===== src/core/mtsr_pkg.sv =====
// register bank constants for the timing and security control registers
// assumes a classic wishbone slave with 8-bit registers at word-aligned addresses on a 32-bit bus
package mtsr_pkg;
    // ----------------------------------------------------------------
    // register indices (byte address is four times the index)
    // ----------------------------------------------------------------
    localparam logic [7:0] IDX_TX_TURNAROUND_TIME = 8'h27;
    localparam logic [7:0] IDX_HALF_SYMBOL_TIMER_LOW = 8'h28;
    localparam logic [7:0] IDX_HALF_SYMBOL_TIMER_HIGH = 8'h29;
    localparam logic [7:0] IDX_SOFTWARE_RESET_CTRL = 8'h2A;
    localparam logic [7:0] IDX_SECURITY_CONTROL_A = 8'h2C;
    localparam logic [7:0] IDX_SECURITY_CONTROL_B = 8'h2D;
    localparam logic [7:0] IDX_RADIO_SETTLE_AND_SIFS = 8'h2E;
    localparam logic [7:0] IDX_RX_SECURITY_STATUS = 8'h30;
    localparam logic [7:0] IDX_INTERRUPT_FLAGS = 8'h31;
    localparam logic [7:0] IDX_LONG_IFS = 8'h21;
    // ----------------------------------------------------------------
    // reset values
    // ----------------------------------------------------------------
    localparam logic [3:0] RST_TURNAROUND = 4'h4;
    localparam logic [3:0] TURNAROUND_LOW_NIBBLE = 4'h8;
    localparam logic [3:0] RST_VCO_SETTLE = 4'h7;
    localparam logic [3:0] RST_SHORT_IFS = 4'h5;
    localparam logic [5:0] RST_LONG_IFS = 6'h21;
    localparam logic [2:0] SUITE_NONE = 3'h0;
    // ----------------------------------------------------------------
    // field positions
    // ----------------------------------------------------------------
    localparam int SRST_PWR_BIT = 2;
    localparam int SRST_BB_BIT = 1;
    localparam int SRST_MAC_BIT = 0;
    localparam int SECA_SKIP_BIT = 7;
    localparam int SECA_GO_BIT = 6;
    localparam int SECB_DECDIS_BIT = 1;
    localparam int SECB_ENCDIS_BIT = 0;
    localparam int RXS_MIC_BIT = 6;
    localparam int RXS_BAT_BIT = 5;
    localparam int RXS_DECERR_BIT = 2;
    localparam int IRQ_HST_BIT = 5;
    localparam int IRQ_KEY_BIT = 4;
    // ----------------------------------------------------------------
    // timing
    // ----------------------------------------------------------------
    localparam int CLK_PERIOD_PS = 5000;
    localparam int HALF_SYMBOL_PS = 8000000;
    localparam int HALF_SYMBOL_CYCLES = HALF_SYMBOL_PS / CLK_PERIOD_PS;
    localparam logic [1:0] SOFT_RESET_CYCLES = 2'h2;
    typedef enum logic [2:0] {
        MTSR_NONE = 3'h0, MTSR_CTR = 3'h1, MTSR_CCM128 = 3'h2, MTSR_CCM64 = 3'h3,
        MTSR_CCM32 = 3'h4, MTSR_CBC128 = 3'h5, MTSR_CBC64 = 3'h6, MTSR_CBC32 = 3'h7
    } mtsr_suite_t;
endpackage : mtsr_pkg


===== src/core/mtsr_regs.sv =====
// timing and security control register bank with a wishbone slave port
// assumes the cipher, radio and supply monitor drive their event inputs synchronously
//
// Register access over Wishbone was decided locally.
`timescale 1ns/1ps
// Operation
// - turnaround plus vco settle make twelve symbols (reset values four and seven give eleven; hardware stores what is written)
// - turnaround resets to four, never below two (hardware stores any written value, zero and one included)
// - sixteen-bit half-symbol timer, two bytes, reset zero
// - power reset bit pulses then self-clears
// - baseband reset bit pulses then self-clears
// - mac reset bit pulses then self-clears
// - decrypt skip write pulses skip command
// - decrypt go write pulses start command
// - receive suite field, eight codes, reset none
// - normal transmit suite field bits two-zero
// - beacon transmit suite field bits six-four
// - decrypt disable suppresses security interrupt
// - encrypt disable sends packets unencrypted
// - vco settle field resets to seven
// - short ifs plus vco settle make twelve
// - mic error flag sets, write one clears
// - battery flag follows supply monitor
// - decrypt error flag shows decryption error
// - reserved security control b bits read zero
// - long ifs plus vco settle make forty
// - interrupt flags clear on status read
module mtsr_regs #(
    parameter int ADDR_W = 10
) (
    input wire logic clk,
    input wire logic reset_n,
    input wire logic wb_cyc_i,
    input wire logic wb_stb_i,
    input wire logic wb_we_i,
    input wire logic [ADDR_W-1:0] wb_adr_i,
    input wire logic [3:0] wb_sel_i,
    input wire logic [31:0] wb_dat_i,
    output logic [31:0] wb_dat_o,
    output logic wb_ack_o,
    input wire logic rx_secure_frame,
    input wire logic mic_error_evt,
    input wire logic decrypt_error_evt,
    input wire logic supply_below_threshold,
    output logic [3:0] turnaround_symbols,
    output logic [3:0] vco_settle_symbols,
    output logic [3:0] short_ifs_symbols,
    output logic [5:0] long_ifs_symbols,
    output logic [15:0] half_symbol_count,
    output logic power_mgmt_reset,
    output logic baseband_reset,
    output logic mac_core_reset,
    output logic rx_decrypt_skip,
    output logic rx_decrypt_go,
    output logic [2:0] rx_suite_sel,
    output logic [2:0] tx_normal_suite_sel,
    output logic [2:0] tx_beacon_suite_sel,
    output logic tx_encrypt_active,
    output logic [7:0] interrupt_flags
);
    // ----------------------------------------------------------------
    // bus decode
    // ----------------------------------------------------------------
    logic req;
    logic wr;
    logic rd;
    logic [7:0] idx;
    logic [7:0] wd;
    logic half_tick;
    logic [11:0] tick_cnt_r;
    logic [1:0] srst_cnt_r;
    logic [2:0] srst_r;
    logic decrypt_disable_r;
    logic encrypt_disable_r;
    logic mic_err_r;
    logic dec_err_r;
    logic bat_r;
    logic [7:0] rdata;

    function automatic logic hit(input logic [7:0] a, input logic [7:0] b);
        hit = (a == b);
    endfunction : hit

    assign req = wb_cyc_i && wb_stb_i && !wb_ack_o;
    assign idx = wb_adr_i[9:2];
    assign wr = req && wb_we_i && wb_sel_i[0];
    assign rd = req && !wb_we_i;
    assign wd = wb_dat_i[7:0];

    always_ff @(posedge clk or negedge reset_n) begin
        if (!reset_n) begin
            wb_ack_o <= 1'b0;
        end else begin
            wb_ack_o <= req;
        end
    end

    // ----------------------------------------------------------------
    // interframe timing fields
    // ----------------------------------------------------------------
    // sums are software's duty; hardware stores what is written
    always_ff @(posedge clk or negedge reset_n) begin
        if (!reset_n) begin
            turnaround_symbols <= mtsr_pkg::RST_TURNAROUND;
            vco_settle_symbols <= mtsr_pkg::RST_VCO_SETTLE;
            short_ifs_symbols <= mtsr_pkg::RST_SHORT_IFS;
            long_ifs_symbols <= mtsr_pkg::RST_LONG_IFS;
        end else if (wr) begin
            if (hit(idx, mtsr_pkg::IDX_TX_TURNAROUND_TIME)) begin
                turnaround_symbols <= wd[7:4];
            end
            if (hit(idx, mtsr_pkg::IDX_RADIO_SETTLE_AND_SIFS)) begin
                vco_settle_symbols <= wd[7:4];
                short_ifs_symbols <= wd[3:0];
            end
            if (hit(idx, mtsr_pkg::IDX_LONG_IFS)) begin
                long_ifs_symbols <= wd[7:2];
            end
        end
    end

    // ----------------------------------------------------------------
    // half-symbol timer
    // ----------------------------------------------------------------
    // counts down one per 8 us toward zero once loaded; write wins over tick
    assign half_tick = (tick_cnt_r == 12'(mtsr_pkg::HALF_SYMBOL_CYCLES - 1));

    always_ff @(posedge clk or negedge reset_n) begin
        if (!reset_n) begin
            tick_cnt_r <= 12'h000;
        end else if (half_tick) begin
            tick_cnt_r <= 12'h000;
        end else begin
            tick_cnt_r <= tick_cnt_r + 12'h001;
        end
    end

    always_ff @(posedge clk or negedge reset_n) begin
        if (!reset_n) begin
            half_symbol_count <= 16'h0000;
        end else if (wr && hit(idx, mtsr_pkg::IDX_HALF_SYMBOL_TIMER_LOW)) begin
            half_symbol_count[7:0] <= wd;
        end else if (wr && hit(idx, mtsr_pkg::IDX_HALF_SYMBOL_TIMER_HIGH)) begin
            half_symbol_count[15:8] <= wd;
        end else if (half_tick && half_symbol_count != 16'h0000) begin
            half_symbol_count <= half_symbol_count - 16'h0001;
        end
    end

    // ----------------------------------------------------------------
    // soft resets
    // ----------------------------------------------------------------
    always_ff @(posedge clk or negedge reset_n) begin
        if (!reset_n) begin
            srst_r <= 3'h0;
            srst_cnt_r <= 2'h0;
        end else if (wr && hit(idx, mtsr_pkg::IDX_SOFTWARE_RESET_CTRL) && (|wd[2:0])) begin
            srst_r <= srst_r | wd[2:0];
            srst_cnt_r <= mtsr_pkg::SOFT_RESET_CYCLES;
        end else if (srst_cnt_r != 2'h0) begin
            srst_cnt_r <= srst_cnt_r - 2'h1;
        end else begin
            srst_r <= 3'h0;
        end
    end

    always_ff @(posedge clk or negedge reset_n) begin
        if (!reset_n) begin
            power_mgmt_reset <= 1'b0;
            baseband_reset <= 1'b0;
            mac_core_reset <= 1'b0;
        end else begin
            power_mgmt_reset <= srst_r[mtsr_pkg::SRST_PWR_BIT];
            baseband_reset <= srst_r[mtsr_pkg::SRST_BB_BIT];
            mac_core_reset <= srst_r[mtsr_pkg::SRST_MAC_BIT];
        end
    end

    // ----------------------------------------------------------------
    // security control
    // ----------------------------------------------------------------
    always_ff @(posedge clk or negedge reset_n) begin
        if (!reset_n) begin
            rx_decrypt_skip <= 1'b0;
            rx_decrypt_go <= 1'b0;
        end else begin
            rx_decrypt_skip <= wr && hit(idx, mtsr_pkg::IDX_SECURITY_CONTROL_A) && wd[7];
            rx_decrypt_go <= wr && hit(idx, mtsr_pkg::IDX_SECURITY_CONTROL_A) && wd[6];
        end
    end

    always_ff @(posedge clk or negedge reset_n) begin
        if (!reset_n) begin
            rx_suite_sel <= mtsr_pkg::SUITE_NONE;
            tx_normal_suite_sel <= mtsr_pkg::SUITE_NONE;
            tx_beacon_suite_sel <= mtsr_pkg::SUITE_NONE;
            decrypt_disable_r <= 1'b0;
            encrypt_disable_r <= 1'b0;
        end else if (wr) begin
            if (hit(idx, mtsr_pkg::IDX_SECURITY_CONTROL_A)) begin
                rx_suite_sel <= wd[5:3];
                tx_normal_suite_sel <= wd[2:0];
            end
            if (hit(idx, mtsr_pkg::IDX_SECURITY_CONTROL_B)) begin
                tx_beacon_suite_sel <= wd[6:4];
                decrypt_disable_r <= wd[mtsr_pkg::SECB_DECDIS_BIT];
                encrypt_disable_r <= wd[mtsr_pkg::SECB_ENCDIS_BIT];
            end
        end
    end

    // encryption engages only when a suite is chosen and not disabled
    always_ff @(posedge clk or negedge reset_n) begin
        if (!reset_n) begin
            tx_encrypt_active <= 1'b0;
        end else begin
            tx_encrypt_active <= (tx_normal_suite_sel != mtsr_pkg::SUITE_NONE) && !encrypt_disable_r;
        end
    end

    // ----------------------------------------------------------------
    // receive status
    // ----------------------------------------------------------------
    always_ff @(posedge clk or negedge reset_n) begin
        if (!reset_n) begin
            mic_err_r <= 1'b0;
        end else if (mic_error_evt) begin
            mic_err_r <= 1'b1;
        end else if (wr && hit(idx, mtsr_pkg::IDX_RX_SECURITY_STATUS) && wd[mtsr_pkg::RXS_MIC_BIT]) begin
            mic_err_r <= 1'b0;
        end
    end

    // decryption error is sticky until the next decrypt launch
    always_ff @(posedge clk or negedge reset_n) begin
        if (!reset_n) begin
            dec_err_r <= 1'b0;
        end else if (decrypt_error_evt) begin
            dec_err_r <= 1'b1;
        end else if (rx_decrypt_go) begin
            dec_err_r <= 1'b0;
        end
    end

    always_ff @(posedge clk or negedge reset_n) begin
        if (!reset_n) begin
            bat_r <= 1'b0;
        end else begin
            bat_r <= supply_below_threshold;
        end
    end

    // ----------------------------------------------------------------
    // interrupt flags
    // ----------------------------------------------------------------
    always_ff @(posedge clk or negedge reset_n) begin
        if (!reset_n) begin
            interrupt_flags <= 8'h00;
        end else begin
            if (rd && hit(idx, mtsr_pkg::IDX_INTERRUPT_FLAGS)) begin
                interrupt_flags <= 8'h00;
            end
            if (rx_secure_frame && !decrypt_disable_r) begin
                interrupt_flags[mtsr_pkg::IRQ_KEY_BIT] <= 1'b1;
            end
            if (half_tick && half_symbol_count == 16'h0001) begin
                interrupt_flags[mtsr_pkg::IRQ_HST_BIT] <= 1'b1;
            end
        end
    end

    // ----------------------------------------------------------------
    // read mux
    // ----------------------------------------------------------------
    always_comb begin
        case (idx)
            mtsr_pkg::IDX_TX_TURNAROUND_TIME: rdata = {turnaround_symbols, mtsr_pkg::TURNAROUND_LOW_NIBBLE};
            mtsr_pkg::IDX_HALF_SYMBOL_TIMER_LOW: rdata = half_symbol_count[7:0];
            mtsr_pkg::IDX_HALF_SYMBOL_TIMER_HIGH: rdata = half_symbol_count[15:8];
            mtsr_pkg::IDX_SOFTWARE_RESET_CTRL: rdata = {5'h00, srst_r};
            mtsr_pkg::IDX_SECURITY_CONTROL_A: rdata = {2'h0, rx_suite_sel, tx_normal_suite_sel};
            mtsr_pkg::IDX_SECURITY_CONTROL_B: rdata = {1'b0, tx_beacon_suite_sel, 2'h0, decrypt_disable_r,
                encrypt_disable_r};
            mtsr_pkg::IDX_RADIO_SETTLE_AND_SIFS: rdata = {vco_settle_symbols, short_ifs_symbols};
            mtsr_pkg::IDX_RX_SECURITY_STATUS: rdata = {1'b0, mic_err_r, bat_r, 2'h0, dec_err_r, 2'h0};
            mtsr_pkg::IDX_INTERRUPT_FLAGS: rdata = interrupt_flags;
            mtsr_pkg::IDX_LONG_IFS: rdata = {long_ifs_symbols, 2'h0};
            default: rdata = 8'h00;
        endcase
    end

    always_ff @(posedge clk or negedge reset_n) begin
        if (!reset_n) begin
            wb_dat_o <= 32'h0000_0000;
        end else begin
            wb_dat_o <= {24'h00_0000, rd ? rdata : 8'h00};
        end
    end
endmodule : mtsr_regs


===== config.mk =====
export PLATFORM = sky130hd
export DESIGN_NAME = mtsr_regs
export DESIGN_NICKNAME = d
export VERILOG_FILES = /design/src/core/mtsr_pkg.sv /design/src/core/mtsr_regs.sv
export SDC_FILE = /design/constraint.sdc
export NUM_CORES = 1
export LEC_CHECK = 0
export BUFFER_PORTS_ARGS = -buffer_cell sky130_fd_sc_hd__buf_4
export CORE_MARGIN = 1
export CORE_UTILIZATION = 51
export DETAILED_ROUTE_END_ITERATION = 7
export HOLD_SLACK_MARGIN = 0.05
export PLACE_DENSITY = 0.78
export SETUP_SLACK_MARGIN = 0.4
export SLEW_MARGIN = 30
export SYNTH_ARGS = -nofsm -noshare
export SYNTH_HDL_FRONTEND = slang
export SYNTH_SLANG_ARGS = --single-unit

===== constraint.sdc =====
create_clock -name clk -period 2.76 [get_ports clk]
set_input_delay 0.552 -clock clk [delete_from_list [all_inputs] [get_ports clk]]
set_output_delay 0.552 -clock clk [all_outputs]
set_load 0.05 [all_outputs]

# Word-level counts from Yosys, hierarchy flattened

Index checks and enable logic that the tools add are counted.

Register bits: 82
Bits of input ports: 55
Output and inout port bits: 90

Add/sub/neg operators: 3
Eq/ne operators: 14
Mux-type cells: 18
Bitwise logic cells: 2
Reductions and logical operators: 41

Operator list:

| operator                                              | number |
|---|---|
| equality test 8 x 6 -> 1 bit, second input constant   | 10 |
| one-hot mux 8 bit (10 select lines)                   | 1 |
| 2-to-1 mux 8 bit                                      | 4 |
| logical AND 1 bit                                     | 19 |
| equality test 16 x 1 -> 1 bit, second input constant  | 1 |
| 2-to-1 mux 16 bit                                     | 1 |
| nonzero test 16 bit                                   | 1 |
| nonzero test 2 bit                                    | 8 |
| subtractor 16 x 1 -> 16 bit, second input constant    | 1 |
| AND reduction 2 bit                                   | 7 |
| adder 12 x 1 -> 12 bit, second input constant         | 1 |
| equality test 12 x 11 -> 1 bit, second input constant | 1 |
| 2-to-1 mux 12 bit                                     | 1 |
| 2-to-1 mux 1 bit                                      | 6 |
| 2-to-1 mux 3 bit                                      | 2 |
| 2-to-1 mux 6 bit                                      | 1 |
| logical NOT 1 bit                                     | 4 |
| 2-to-1 mux 2 bit                                      | 2 |
| != test 2 bit, second input constant                  | 2 |
| bitwise OR 3 bit                                      | 1 |
| nonzero test 3 bit                                    | 1 |
| OR reduction 3 bit                                    | 1 |
| subtractor 2 x 1 -> 2 bit, second input constant      | 1 |
| NOT 1 bit                                             | 1 |

# Depth between registers and ports, before layout

Depth in word-level cells: 8
Gate-level depth with buffers: 9
Depth with buffers taken out: 8

# Worst setup path after synthesis

OpenSTA, ideal clock, no wires.

Kind: register to register
Start: register half_symbol_count[0]
End: register half_symbol_count[13]
Setup time: 131 ps
Data arrival time: 2424 ps
Path slack: 204 ps
Cell stages (with the launch flop): 10
Clock period less this slack: 2556 ps
Path through: dfrtp_1 inv_1 ha_1 or4b_2 nor4_1 nor2b_1 buf_4 nand3_4 nor4_1 or3_1

Cells in the longest elaborated chain, start to end: 4
Elaborated cells on any way between the ends: 7
Those cells by class: 1 x add/sub; 2 x mux; 4 x reduce/logical

RTL lines:

| what                                                                | RTL line         | text |
|---|---|---|
| start, declared                                                     | mtsr_regs.sv:49  | `output logic [15:0] half_symbol_count,` |
| start signal, assigned                                              | mtsr_regs.sv:142 | `half_symbol_count[7:0] <= wd;` |
| start signal, assigned                                              | mtsr_regs.sv:146 | `half_symbol_count <= half_symbol_count - 16'h0001;` |
| branches (longest 4 deep; another with subtractor 16 x 1 -> 16 bit) | -                |  |

Several ways; the timed one is not identified. The select of a mux whose other input is x is not followed.
A chain may end at the register's enable or synchronous reset.

# Worst setup path after layout

Ends and elaborated chain as after synthesis.

==> flow_metrics.env <==
export IMPL_grt_max_degree=46
export IMPL_ctsHoldBuffers=0
export IMPL_grt_remaining_overflow=0
export IMPL_antenna_found_initial=0
export IMPL_grtUsageMet2=0.425
export IMPL_crit_required_ps=2990
export IMPL_final_antenna_net_count=0
export IMPL_drc_errors=0
export IMPL_hold_viol_final=0
export IMPL_grt_pass1_wl_mm=18.0
export IMPL_netlist_area_um2=4370
export IMPL_fillers=683
export IMPL_pin_count=145
export IMPL_powerDensity_nw_per_um2=458
export IMPL_drive_gt1_frac=0.338
export IMPL_fin_worst_skew_ps=13.8
export IMPL_setup_tns_ps=0
export IMPL_h_tree_depth=3
export IMPL_critPathArrivalTime_ps=2600
export IMPL_cp_max_fo=9
export IMPL_die_area_um2=8950
export IMPL_max_stage_delay_ps=470
export IMPL_synth_seq_cells=82
export IMPL_grtUsageMet1=0.362
export IMPL_synth_distinct_cells=58
export IMPL_core_area_um2=8260
export IMPL_period_share=0.859
export IMPL_period_minus_slack_ps=2370
export IMPL_async_reset_ff_frac=1.00
export IMPL_slowest_stage="or4b_4"
export IMPL_vias=3556
export IMPL_first_pass_iters=5
export IMPL_peakVddDrop_mv=0.410
export IMPL_status="completed"
export IMPL_cap_violations=0
export IMPL_die_x_um=94.6
export IMPL_synth_xor_area_share=0.0361
export IMPL_path_buf_inv=2
export IMPL_slew_headroom=0.549
export IMPL_drv_slew=0
export IMPL_avgRoutedWirePerCell_um=18.0
export IMPL_leakage_nw=2.48
export IMPL_total_power_w=0.00243
export IMPL_cp_start_kind="register"
export IMPL_die_height_um=94.6
export IMPL_dp_hpwl_mm=8.23
export IMPL_synth_edf_count=0
export IMPL_worst_pin_slew_ps=667
export IMPL_fmax_mhz=422
export IMPL_path_class="reg -> reg"
export IMPL_vias_per_cell=5.74
export IMPL_clkLatencyLatePin_ps=360
export IMPL_synth_fa_ha_area_frac=0.0143
export IMPL_synth_ff_type="dfrtp_1"
export IMPL_io_buffers=85
export IMPL_hp_class="in -> async"
export IMPL_syn2layout_area_growth_pct=21.4
export IMPL_nets=570
export IMPL_globalRouteMet3Util=0.0749
export IMPL_synth_top_family_by_area="simple AND/OR/NAND/NOR gates"
export IMPL_seq_area_um2=2070
export IMPL_syn_avg_cell_area_um2=10.5
export IMPL_clockBufferDepth=2
export IMPL_drtIter0Drc=225
export IMPL_path_cells="inv_2 > ha_1 > or4b_4 > nor4_4 > nor2b_1 > buf_4 > nand3_4 > nor4_1 > or3_1"
export IMPL_gp_congestion=0.890
export IMPL_multi_input_area_um2=2110
export IMPL_cts_tree="built"
export IMPL_detail_route_wirelength_mm=11.2
export IMPL_num_rows=33
export IMPL_end_kind="register"
export IMPL_crit_family="simple AND/OR/NAND/NOR gates"
export IMPL_grt_usage=0.269
export IMPL_cts_buffers=9
export IMPL_setup_viol=0
export IMPL_clk_pin_slew_ps=90
export IMPL_ys_warn_count=0
export IMPL_root_buffer="clkbuf_8"
export IMPL_grt_pass1_vias=3499
export IMPL_synth_simple_area_share=0.190
export IMPL_synth_mux_area_fraction=0.106
export IMPL_final_common_cell="buf_4"
export IMPL_syn_inst=415
export IMPL_gr_max_usage_layer="met2"
export IMPL_synth_yosys_seq_area_share=0.472
export IMPL_synth_compound_area_frac=0.106
export IMPL_start_util=0.529
export IMPL_layout_common_cells="buf_4 (99), dfrtp_1 (70), nand2_1 (30), nor2_1 (30), conb_1 (30)"
export IMPL_grt_setup_unrepaired="true"
export IMPL_clkSinkCount=82
export IMPL_antenna_cells=0
-- metal layers --
layer / vias up / part of all wire
met2: 177 / 0.47
met1: 1738 / 0.43
met5: - / 0
li1: 1622 / -
met3: 19 / 0.083
met4: 0 / 0.019
-- flip-flops by register name, indices dropped and copies added (netlist names), 3 cells and up --
| register | count |
|---|---|
| tx_normal_suite_sel | 3 |
| long_ifs_symbols | 6 |
| srst_r | 3 |
| short_ifs_symbols | 4 |
| tick_cnt_r | 12 |
| turnaround_symbols | 4 |
| wb_dat_o | 8 |
| tx_beacon_suite_sel | 3 |
| vco_settle_symbols | 4 |
| rx_suite_sel | 3 |
| half_symbol_count | 16 |
-- repair_timing --
action,4_1_cts,5_1_grt
buffers inserted,0,0
endpoints found under the setup margin,0,3
hold endpoints to repair,0,0
resized for setup,0,2
-- power breakdown --
| group | switching (W) | leakage, nW | total [W] | internal (W) |
|---|---|---|---|---|
| clock | 0.000440 | 0.0929 | 0.000861 | 0.000421 |
| combinational | 0.000234 | 1.36 | 0.000331 | 0.0000969 |
| sequential | 0.0000151 | 1.03 | 0.00124 | 0.00123 |
-- synth_stat cells, types with 8 or more instances --
master     n  area share
a21oi_1   18       0.021
nor2_1    30       0.026
buf_4     31       0.053
mux2_2    25       0.064
xor2_1    10       0.020
o21ai_0   13       0.015
mux2i_1    9       0.021
clkbuf_1   9      0.0077
nand2_1   30       0.026
dfstp_2    8       0.048
dfrtp_1   74        0.42
nand3_1   14       0.016
xnor2_1    8       0.016
a22oi_1    9       0.015
inv_1     11      0.0094
nor4_1     9       0.013
-- worst paths after layout --
path                                        startpoint                    end  slack (ps)  cells past startpoint
worst min register to register               srst_r[2]       power_mgmt_reset         440                      0
worst min-delay path                           reset_n               wb_ack_o         190                      1
worst max register to register    half_symbol_count[0]  half_symbol_count[13]         390                      9
min in group clk                supply_below_threshold                  bat_r         310                      1
worst max-delay path              half_symbol_count[0]  half_symbol_count[13]         390                      9
max in group asynchronous                      reset_n    long_ifs_symbols[0]        1900                      2
-- cells by family after synthesis --
logic type                 Yosys count
and+or+nand+nor                    143
DFF                                 82
AOI/OAI and AO/OA                   70
buffers and inverters               56
muxes                               40
xor gates and xnor gates            18
adders and majority gates            5
other                                1
-- layout make-up --
cell class / instances / share of cell area
Multi-Input combinational cell: 306 / 0.398
Sequential cell: 82 / 0.389
Clock inverter: 6 / 0.0127
Inverter: 11 / 0.00778
Timing Repair Buffer: 100 / 0.144
Clock buffer: 10 / 0.0240
Tap cell: 105 / 0.0247
-- per-stage QoR --
stage / setup slack (ps) / area (um2) / instances / util / hold WS (ps)
global placement: 204 / 5100 / 604 / 0.617 / 412
floorplan: 422 / 4500 / 444 / - / 256
CTS: 407 / 5290 / 620 / 0.641 / 197
finish: 390 / 5310 / 620 / 0.643 / 193
detailed placement: 187 / 5100 / 604 / 0.617 / 404
global route: 312 / 5310 / 620 / 0.643 / 218
No activity file was read; power rests on OpenSTA's default activity.
